### src/rtl/adcprs_consts.vh
`ifndef ADCPRS_CONSTS_VH
`define ADCPRS_CONSTS_VH

// result width and width of the successive-approximation step counter
`define ADCPRS_RES_W 10
`define ADCPRS_STEP_W 4
// conversion time in ns and clock period in ns (20 MHz)
`define ADCPRS_CONV_NS 6000
`define ADCPRS_CLK_NS 50
// cycles per approximation step, rounded down so the whole fits the bound
`define ADCPRS_STEP_CYC ((`ADCPRS_CONV_NS / `ADCPRS_CLK_NS) / 12)
// reset values and the first trial bit
`define ADCPRS_RES_RST 10'h000
`define ADCPRS_ZERO_W 10'h000
`define ADCPRS_MSB_BIT 10'h200
// synchroniser reset values, at the idle level of each pin
`define ADCPRS_SYNC_HI 2'h3
`define ADCPRS_SYNC_LO 2'h0
// state codes
`define ADCPRS_ST_TRACK 2'h0
`define ADCPRS_ST_CONV 2'h1
`define ADCPRS_ST_LOAD 2'h2

`endif

### src/rtl/adcprs_top.v
`timescale 1ns/1ps
`include "adcprs_consts.vh"

// Summary of operation
// [RL1] write and read strobes count only while device select is low.
// [RL2] host decodes its address lines to make the device select.
// [RL3] track mode from done flag rising until a new conversion starts; here track resumes when the result enters the buffer.
// [RL4] selected write starts conversion; write rising edge enters hold.
// [RL5] in hold, conversion steps run from own clock without host help.
// [RL6] result goes to output latch, then done flag is driven low; here the result enters the buffer and the latch loads on a selected read.
// [RL7] selected read raises done flag and puts the result on the bus; here each popping read pulses the flag high; it stays high once the buffer empties.
// [RL8] conversion completes within 6 microseconds.
// [RL9] 10-bit result on 3-state bus, released outside a selected read.
module adcprs_top #(
  parameter RES_W = `ADCPRS_RES_W,
  parameter STEP_CYC = `ADCPRS_STEP_CYC
)
(
  // clock and reset
  input wire MCLK_I,
  input wire RST_N_I,
  // host bus strobes, active low, asynchronous pins
  input wire CS_N_I,
  input wire WR_N_I,
  input wire RD_N_I,
  // comparator decision from analog core
  input wire CMP_I,
  // trial code to the capacitor array and hold control
  output wire [RES_W-1:0] DAC_CODE_O,
  output wire HOLD_O,
  // result bus as one data signal per pin and one output enable shared by all pins
  output wire [RES_W-1:0] DATA_O,
  output wire DATA_OE_O,
  // end-of-conversion flag, active low
  output wire EOC_N_O
);

  // ==========================================================
  // input synchronisers
  reg [1:0] cs_sync;
  reg [1:0] wr_sync;
  reg [1:0] rd_sync;
  reg [1:0] cmp_sync;
  reg wr_last;
  reg rd_sel_last;
  wire cs_sel;
  wire wr_sel;
  wire rd_sel;
  wire wr_rise;
  wire rd_fall;

  // metastability guard: each strobe edge costs two cycles of latency,
  // so the host must hold every strobe for three clocks or more
  // two stages each; only bit 1 is read by logic
  always @(posedge MCLK_I)
  begin
    if (!RST_N_I)
    begin
      cs_sync <= `ADCPRS_SYNC_HI;
      wr_sync <= `ADCPRS_SYNC_HI;
      rd_sync <= `ADCPRS_SYNC_HI;
      cmp_sync <= `ADCPRS_SYNC_LO;
      wr_last <= 1'b0;
      rd_sel_last <= 1'b0;
    end
    else
    begin
      cs_sync <= {cs_sync[0], CS_N_I};
      wr_sync <= {wr_sync[0], WR_N_I};
      rd_sync <= {rd_sync[0], RD_N_I};
      cmp_sync <= {cmp_sync[0], CMP_I};
      wr_last <= wr_sel;
      rd_sel_last <= rd_sel;
    end
  end

  assign cs_sel = ~cs_sync[1];
  assign wr_sel = cs_sel & ~wr_sync[1]; // RL1
  assign rd_sel = cs_sel & ~rd_sync[1]; // RL1
  // edge flops reset to the idle level, so no false edge
  // follows the release of reset
  // end of selected write pulse starts hold
  assign wr_rise = wr_last & ~wr_sel; // RL4
  assign rd_fall = rd_sel & ~rd_sel_last; // RL7

  // ==========================================================
  // conversion sequencer
  reg [1:0] state;
  reg [1:0] next_state;
  reg [RES_W-1:0] sar;
  reg [RES_W-1:0] trial;
  reg [`ADCPRS_STEP_W-1:0] bit_cnt;
  reg [7:0] step_cnt;
  reg hold;
  wire step_done;
  wire buf_in_ready;

  // ten steps of STEP_CYC must fit the conversion bound, so keep
  // STEP_CYC at 11 or less
  assign step_done = (step_cnt == STEP_CYC[7:0] - 8'h01);

  // next state; a start during a conversion is ignored
  always @*
  begin
    next_state = state;
    case (state)
      `ADCPRS_ST_TRACK:
        if (wr_rise)
          next_state = `ADCPRS_ST_CONV; // RL4
      `ADCPRS_ST_CONV:
        if (step_done && bit_cnt == {`ADCPRS_STEP_W{1'b0}})
          next_state = `ADCPRS_ST_LOAD;
      `ADCPRS_ST_LOAD:
        // a third result waits here with hold high; the host
        // must read before starting more than two conversions
        // stalls here while the result buffer is full
        if (buf_in_ready)
          next_state = `ADCPRS_ST_TRACK; // RL3
      default:
        next_state = `ADCPRS_ST_TRACK;
    endcase
  end

  // successive approximation, one bit per step, MSB first
  always @(posedge MCLK_I)
  begin
    if (!RST_N_I)
    begin
      state <= `ADCPRS_ST_TRACK;
      sar <= `ADCPRS_RES_RST;
      trial <= `ADCPRS_RES_RST;
      bit_cnt <= {`ADCPRS_STEP_W{1'b0}};
      step_cnt <= 8'h00;
      hold <= 1'b0;
    end
    else
    begin
      state <= next_state;
      if (state == `ADCPRS_ST_TRACK && wr_rise)
      begin
        hold <= 1'b1; // RL4
        sar <= `ADCPRS_ZERO_W;
        trial <= `ADCPRS_MSB_BIT;
        bit_cnt <= RES_W[`ADCPRS_STEP_W-1:0] - 4'h1;
        step_cnt <= 8'h00;
      end
      else if (state == `ADCPRS_ST_CONV)
      begin
        // the comparator passes two flops, so a step shorter than
        // three cycles would judge the previous trial
        // self-timed from MCLK_I, no host action
        if (step_done) // RL5
        begin
          step_cnt <= 8'h00;
          if (cmp_sync[1])
            sar <= sar | trial;
          trial <= trial >> 1;
          bit_cnt <= bit_cnt - 4'h1;
        end
        else
          step_cnt <= step_cnt + 8'h01; // RL8
      end
      else if (state == `ADCPRS_ST_LOAD && buf_in_ready)
        hold <= 1'b0; // RL3
    end
  end

  assign DAC_CODE_O = sar | trial;
  assign HOLD_O = hold;

  // ==========================================================
  // result buffer; a result not yet read is kept, not overwritten
  wire buf_out_valid;
  wire [RES_W-1:0] buf_out_data;
  wire buf_pop;

  // a push and a pop may meet in one cycle; the buffer takes both unless full, when only the pop is taken
  assign buf_pop = rd_fall & buf_out_valid;

  adcprs_buf2 #(
    .W(RES_W)
  ) adcprs_buf2_i (
    .clk_i(MCLK_I),
    .rst_n_i(RST_N_I),
    .in_valid_i(state == `ADCPRS_ST_LOAD),
    .in_ready_o(buf_in_ready),
    .in_data_i(sar),
    .out_valid_o(buf_out_valid),
    .out_ready_i(buf_pop),
    .out_data_o(buf_out_data)
  );

  // ==========================================================
  // output latch and done flag
  reg [RES_W-1:0] out_latch;
  reg eoc_n;
  reg oe;

  // one read pops one word; a strobe held low pops no more
  // latch taken on the read edge; flag low means a word waits
  always @(posedge MCLK_I)
  begin
    if (!RST_N_I)
    begin
      out_latch <= `ADCPRS_RES_RST;
      eoc_n <= 1'b1;
      oe <= 1'b0;
    end
    else
    begin
      oe <= rd_sel; // RL9
      if (buf_pop)
        out_latch <= buf_out_data; // RL7
      // flag follows buffer: low one cycle after the word is stored
      eoc_n <= ~(buf_out_valid & ~buf_pop); // RL6
    end
  end

  // high impedance whenever no selected read is active
  assign DATA_O = out_latch; // RL9
  assign DATA_OE_O = oe; // RL9
  assign EOC_N_O = eoc_n; // RL7

endmodule

### src/rtl/adcprs_buf2.v
`timescale 1ns/1ps
`include "adcprs_consts.vh"

module adcprs_buf2 #(
  parameter W = `ADCPRS_RES_W
)
(
  // clock and reset
  input wire clk_i,
  input wire rst_n_i,
  // fill side
  input wire in_valid_i,
  output wire in_ready_o,
  input wire [W-1:0] in_data_i,
  // drain side
  output wire out_valid_o,
  input wire out_ready_i,
  output wire [W-1:0] out_data_o
);

  // ==========================================================
  // two-entry storage
  reg [W-1:0] mem [0:1];
  reg wr_ptr;
  reg rd_ptr;
  reg [1:0] count;
  wire do_wr;
  wire do_rd;

  assign in_ready_o = (count != 2'h2);
  assign out_valid_o = (count != 2'h0);
  assign out_data_o = mem[rd_ptr];
  assign do_wr = in_valid_i & in_ready_o;
  assign do_rd = out_valid_o & out_ready_i;

  // pointers and fill count; both sides may move in one cycle
  always @(posedge clk_i)
  begin
    if (!rst_n_i)
    begin
      wr_ptr <= 1'b0;
      rd_ptr <= 1'b0;
      count <= 2'h0;
      mem[0] <= `ADCPRS_ZERO_W;
      mem[1] <= `ADCPRS_ZERO_W;
    end
    else
    begin
      if (do_wr)
      begin
        mem[wr_ptr] <= in_data_i;
        wr_ptr <= ~wr_ptr;
      end
      if (do_rd)
        rd_ptr <= ~rd_ptr;
      if (do_wr && !do_rd)
        count <= count + 2'h1;
      else if (do_rd && !do_wr)
        count <= count - 2'h1;
    end
  end

endmodule

### config.mk
export PLATFORM = sky130hd
export DESIGN_NAME = adcprs_top
export DESIGN_NICKNAME = d
export VERILOG_FILES = /design/src/rtl/adcprs_top.v /design/src/rtl/adcprs_buf2.v
export VERILOG_INCLUDE_DIRS = /design/src /design/src/rtl
export SDC_FILE = /design/constraint.sdc
export NUM_CORES = 1
export LEC_CHECK = 0
export BUFFER_PORTS_ARGS = -buffer_cell sky130_fd_sc_hd__buf_4
export CAP_MARGIN = 20
export CORE_MARGIN = 3
export CORE_UTILIZATION = 45
export DETAILED_ROUTE_END_ITERATION = 10
export GPL_TIMING_DRIVEN = 0
export PLACE_DENSITY = 0.71
export SYNTH_ARGS = -nofsm -noshare
export SYNTH_HDL_FRONTEND = slang
export SYNTH_SLANG_ARGS = --single-unit
### constraint.sdc
create_clock -name MCLK_I -period 2.7 [get_ports MCLK_I]
set_input_delay 0.135 -clock MCLK_I [delete_from_list [all_inputs] [get_ports MCLK_I]]
set_output_delay 0.135 -clock MCLK_I [all_outputs]
set_load 0.01 [all_outputs]
* Word-level counts from Yosys, hierarchy flattened
Memories as Yosys holds them, arrays and structs flattened. A register that Yosys moved wholly into a read port is not among the register bits.
Index checks and enable logic that the tools add are counted.
** Storage, ports and cells
- Flip-flop bits (word level) :: 50
- Logic and storage cells :: 95
- Bits of input ports :: 6
- Memories kept :: 1
- Output and inout port bits :: 23
- RAM bits :: 20
** Memory list
- adcprs_buf2_i.mem :: words 2, width 10, read ports 1, clocked after Yosys merged registers in 1, wr ports 2, RTL line adcprs_buf2.v:23 : reg [W-1:0] mem [0:1];
** Operators by class
- Bitwise operators :: 19
- Add/sub/neg operators :: 4
- Muxes and demuxes :: 23
- Equality and inequality tests :: 8
- Reduce and logical (&&, ||, !) cells :: 22
** Operators by type and width (number)
- $mux 10 :: 4
- $mux 4 :: 3
- $mux 2 :: 5
- $ne 2x2->1 const B :: 5
- $not 1->1 :: 10
- $or 10x10->10 :: 1
- $reduce_bool 2->1 :: 5
- $reduce_or 10->1 :: 1
- $mux 1 :: 9
- $add 8x1->8 const B :: 1
- $and 1x1->1 :: 8
- $eq 8x4->1 const B :: 1
- $mux 8 :: 1
- $pmux 2 s3 :: 1
- $reduce_and 2->1 :: 3
- $reduce_and 3->1 :: 2
- $logic_and 1x1->1 :: 5
- $logic_not 4->1 :: 1
- $sub 4x1->4 const B :: 1
- $logic_not 1->1 :: 3
- $add 2x1->2 const B :: 1
- $eq 2x1->1 const B :: 1
- $eq 2x2->1 const B :: 1
- $logic_not 2->1 :: 1
- 2 further kinds :: 2

* Logic depth before layout (Yosys ltp)
- Depth in word-level cells :: 8
- Gate-level depth with buffers :: 8
- Gate-level depth less buffers :: 7

* Cells and area by module
A second synthesis with hierarchy kept.
** Unflattened totals
- Cell total of the unflattened synthesis :: 313
- Area total of the unflattened synthesis :: 3231.8 µm²
** By module, submodules not included
- adcprs_top :: times used 1, cells each 224, seq. area each 1121.1 µm², area an instance 2127.0 µm²
- adcprs_buf2 :: times used 1, cells each 89, seq. area each 700.7 µm², area an instance 1104.8 µm²

* Worst setup path after synthesis
Ideal clock, no wire load.
- Path kind :: register to register
- From :: register cs_sync[1]
- To :: register adcprs_buf2_i.count[1]
- Required time :: 2624 ps
- Cell stages (with the launch flop) :: 8
- Clock period less this slack :: 1889 ps
- Path slack :: 811 ps
- Path buffers :: 1
- Setup time :: 76 ps
- Data arrival time :: 1813 ps
- Path through :: dfxtp_1 > nor3_1 > nor2b_1 > buf_2 > inv_1 > ha_1 > or3_1 > a21boi_0
** On the way
- Word-level cells in the longest chain between the ends :: 8
- Elaborated cells on any way between the ends :: 10
- Classes of those cells :: mux: 1; bitwise: 5; reduce/logical: 4
** Ends and longest elaborated chain
- start: declaration :: RTL line adcprs_top.v:40 : reg [1:0] cs_sync;
- start signal: assignment :: RTL line adcprs_top.v:59 : cs_sync <= `ADCPRS_SYNC_HI;
- start signal: assignment :: RTL line adcprs_top.v:68 : cs_sync <= {cs_sync[0], CS_N_I};
- $not 1->1 (*) :: RTL line adcprs_top.v:77 : assign cs_sel = ~cs_sync[1];
- $and 1x1->1 (*) :: RTL line adcprs_top.v:79 : assign rd_sel = cs_sel & ~rd_sync[1];
- $and 1x1->1 (*) :: RTL line adcprs_top.v:84 : assign rd_fall = rd_sel & ~rd_sel_last;
- $and 1x1->1 (*) :: RTL line adcprs_top.v:178 : assign buf_pop = rd_fall & buf_out_valid;
- $and 1x1->1 (*) :: RTL line adcprs_buf2.v:34 : assign do_rd = out_valid_o & out_ready_i;
- $logic_not 1->1 :: RTL line adcprs_buf2.v:56 : if (do_wr && !do_rd)
- $logic_and 1x1->1 :: RTL line adcprs_buf2.v:56
- $mux 2 or $reduce_bool 2->1 (tied branches)
- end signal: assignment :: RTL line adcprs_buf2.v:57 : count <= count + 2'h1;
- end signal: assignment :: RTL line adcprs_buf2.v:59 : count <= count - 2'h1;
- end: declaration :: RTL line adcprs_buf2.v:26 : reg [1:0] count;
Mark *: on every way between the ends. The rest lies on a longest branch, timed or not.
A chain may end at the register's enable or synchronous reset.

* Worst setup path after layout
Ends and elaborated chain as after synthesis.

==> metrics.md <==
| Metric | Value |
|---|---|
| Synth area leaders | dfxtp_1 37%, edfxtp_1 18%, and2_1 5.0% |
| Input/output buffers | 27 |
| Unrepaired setup endpoints after global routing | false |
| Lkg Pwr | 1.60 nW |
| Max VDD drop | 0.000304 V |
| Hold-critical path depth | 2 |
| #FFs+latches synth | 80 |
| Top FF cell, synth | dfxtp_1 |
| Ant diodes | 0 |
| Clock-pin slew on the worst setup and hold paths | 0.09 ns |
| Cts bufs inserted | 9 |
| Post-Synthesis Net Count | 317 |
| Vias in the first global route | 2053 |
| Detailed placement HPWL | 3.90 mm |
| FF-to-FF path depth | 7 |
| Worst rel slew slack | 59.5% |
| Placer Congestion | around 0.73 |
| Cell Rows | 30 |
| Post-synth cell types | 43 |
| Critical Path RT | 2.98 ns |
| Max-slew violations | 0 |
| CTS tree | yes |
| Share of cells above drive strength 1 | about a quarter |
| Post-CTS setup buffers | 0 |
| Worst Path Arrival | 2.36 ns |
| IO Count | 29 |
| RR Startpoint | cs_sync[1]$_SDFF_PN1_ |
| Max Root-Sink Buffers | 2 |
| Hold Path Class | input pin to flip-flop |
| Clk Latency, worst-skew pair | around 0.35 ns |
| Drt first pass iters | 4 |
| Clk sink count | 80 |
| Async set-or-reset flop fraction in the synthesized netlist | 0% |
| Setup TNS | 0 ns |
| Hold Path End | wr_sync[0]$_SDFF_PN1_ |
| H-tree lvl count | 3 |
| Routed vias/inst | 4.84 |
| Outcome | completed |
| Post-layout min period | 2.07 ns |
| Routed Wire Length | about 5.5 mm |
| CTS Hold Bufs | 4 |
| Synth Instances | roughly 300 |
| Largest net degree at the start of global routing | 17 |
| NumNets Final | 360 |
| Synth warn | 0 |
| Synth-to-Final Area Change | 17.0% |
| Crit end category | flip-flop |
| Total grt overflow | 0 |
| Worst slack, placed | 0.595 ns |
| DRC Markers | 0 |
| Mapped Area | between 3000 and 4000 µm² |
| Worst setup SP type | flip-flop |
| Crit Path Category | flip-flop to flip-flop |
| Final worst slack | 0.625 ns |
| Initial detailed-routing violation count | 73 |
| Hold wc startpoint | RST_N_I |
| FMAX | 0.482 GHz |
| Via count | 2180 |
| Skew final | 0.0107 ns |
| Worst R2R End | adcprs_buf2_i.count[1]$_SDFFE_PN0P_ |
| Die Area | 8280 µm² |
| Syn Area/Cell | 10.6 µm² |
| PwrDens | about 560 nW/µm² |
| Initial antenna violation count | 0 |
| EDFF count, synth | 20 |
| Yosys top cell by area | dfxtp_1 |
| Max cap viols | 0 |
| Post-synthesis sequential area ratio | 55.4% |
| Post-synth top area share | between 30% and 40% |
| GRT Total Usage | 14.2% |
| Commonest cells after routing, fill and taps aside | 60 x dfxtp_1, 36 x nand2_1, 29 x buf_4 |
| First-pass GRT wire length | 9.40 mm |
| Starting Density | 47.0% |
| Final ANT Viol Nets | 0 |
| Endpoints failing setup | 0 |
| Worst Path Max Fanout | 10 |
| Root buf cell | clkbuf_8 |
| DIE WIDTH | slightly above 90 µm |
| Core Area | around 6900 µm² |
| Die height | roughly 90 µm |
| Number of gates resized after CTS | 0 |
| R2r setup slk | 0.63 ns |
| Commonest non-fill, non-tap cell in the layout | dfxtp_1 |
| WL/cell | roughly 12 µm |
| Worst Max-Slew Pin Slew | ~0.6 ns |
| Final period util | 76.8% |
| Hold Fails Final Rpt | 0 |
==> metal layers <==
| metal | track usage [%] | vias up | part of all wire (%) |
|---|---|---|---|
| met3 | 5.72 | 11 | 3.8 |
| met1 | 16.7 | 1009 | 46 |
| met2 | 23.6 | 25 | 49 |
| li1 | - | 1135 | - |
| met5 | 0 | - | 0 |
| met4 | 4.77 | 0 | 1.3 |
==> per-stage QoR <==
stage / power (mW) / utilization [%] / hold WS, ns / cells / instance area [µm²]
5_1_grt: 2.21 / 55.1 / 0.136 / 450 / 3800
2_1_floorplan: 1.30 / - / 0.236 / 306 / 3250
3_3_place_gp: 1.32 / 51.7 / 0.317 / 429 / 3570
6_report: 2.12 / 55.1 / 0.116 / 450 / 3800
4_1_cts: 2.15 / 55.1 / 0.102 / 450 / 3800
3_5_place_dp: 1.32 / 51.8 / 0.327 / 430 / 3580
==> registers in the layout, summed over array words and instances, names as in the netlist, 4 cells and up <==
| name | count |
|---|---|
| adcprs_buf2_i.mem | 20 |
| step_cnt | 8 |
| sar | 10 |
| DATA_O | 10 |
| bit_cnt | 4 |
| trial | 10 |
==> worst max-delay path: stages, from the launching register on <==
cell	delay, ns
dfxtp_1	0.35
nor3_1	0.20
nor2b_1	0.29
buf_2	0.26
inv_1	0.06
ha_1	0.32
or3_1	0.37
a21boi_0	0.15
==> worst max path at each step <==
stage	startpoint	to	slack (ns)	cells after the start
floorplan	cs_sync[1]$_SDFF_PN1_	adcprs_buf2_i.count[1]$_SDFFE_PN0P_	0.81	7
global placement	cs_sync[1]$_SDFF_PN1_	adcprs_buf2_i.count[1]$_SDFFE_PN0P_	0.60	7
detailed placement	cs_sync[1]$_SDFF_PN1_	adcprs_buf2_i.count[1]$_SDFFE_PN0P_	0.59	7
CTS	cs_sync[1]$_SDFF_PN1_	adcprs_buf2_i.count[1]$_SDFFE_PN0P_	0.57	7
global route	cs_sync[1]$_SDFF_PN1_	adcprs_buf2_i.count[1]$_SDFFE_PN0P_	0.39	7
finish	cs_sync[1]$_SDFF_PN1_	adcprs_buf2_i.count[1]$_SDFFE_PN0P_	0.63	7
==> area by class of cell <==
| cell class | instances | area, µm² |
|---|---|---|
| buffer | 16 | 91.3 |
| clock buffer | 9 | 124 |
| clock inverter | 7 | 61.3 |
| fill | 655 | 3100 |
| inverter | 5 | 18.8 |
| multi-input combinational | 205 | 1340 |
| sequential | 80 | 1800 |
| tap | 96 | 120 |
| timing repair buffer | 32 | 248 |
==> cell families (layout without fill, tap and decap cells) <==
| family | count (synthesis) | in the layout | synth area share, % |
|---|---|---|---|
| compound gates | 47 | 47 | 11.1 |
| mux | 10 | 10 | 3.08 |
| simple gates | 134 | 134 | 22.6 |
| fa+ha+maj | 5 | 5 | 1.93 |
| xor+xnor | 9 | 9 | 2.43 |
| flops | 80 | 80 | 55.4 |
| buf+inv | 21 | 69 | 3.39 |
==> report_power, final <==
| part | total, mW | internal, mW | switching (mW) |
|---|---|---|---|
| registers | 1.25 | 1.24 | 0.00517 |
| clock network | 0.822 | 0.351 | 0.471 |
| logic | 0.0507 | 0.0205 | 0.0302 |
| total | 2.12 | 1.61 | 0.507 |
==> synth_stat cells, types with 5 or more instances <==
| library cell | number |
|---|---|
| buf_2 | 6 |
| mux2i_1 | 10 |
| o211a_1 | 10 |
| edfxtp_1 | 20 |
| nor2b_1 | 5 |
| xor2_1 | 7 |
| nor2_1 | 18 |
| a21oi_2 | 9 |
| nand2b_1 | 8 |
| a21boi_0 | 6 |
| nand3_1 | 5 |
| ha_1 | 5 |
| dfxtp_1 | 60 |
| nand2_1 | 36 |
| a31oi_1 | 10 |
| or2_2 | 10 |
| clkbuf_1 | 5 |
| and2_1 | 26 |
| a21oi_1 | 5 |
(Power assumes the default switching activity.)
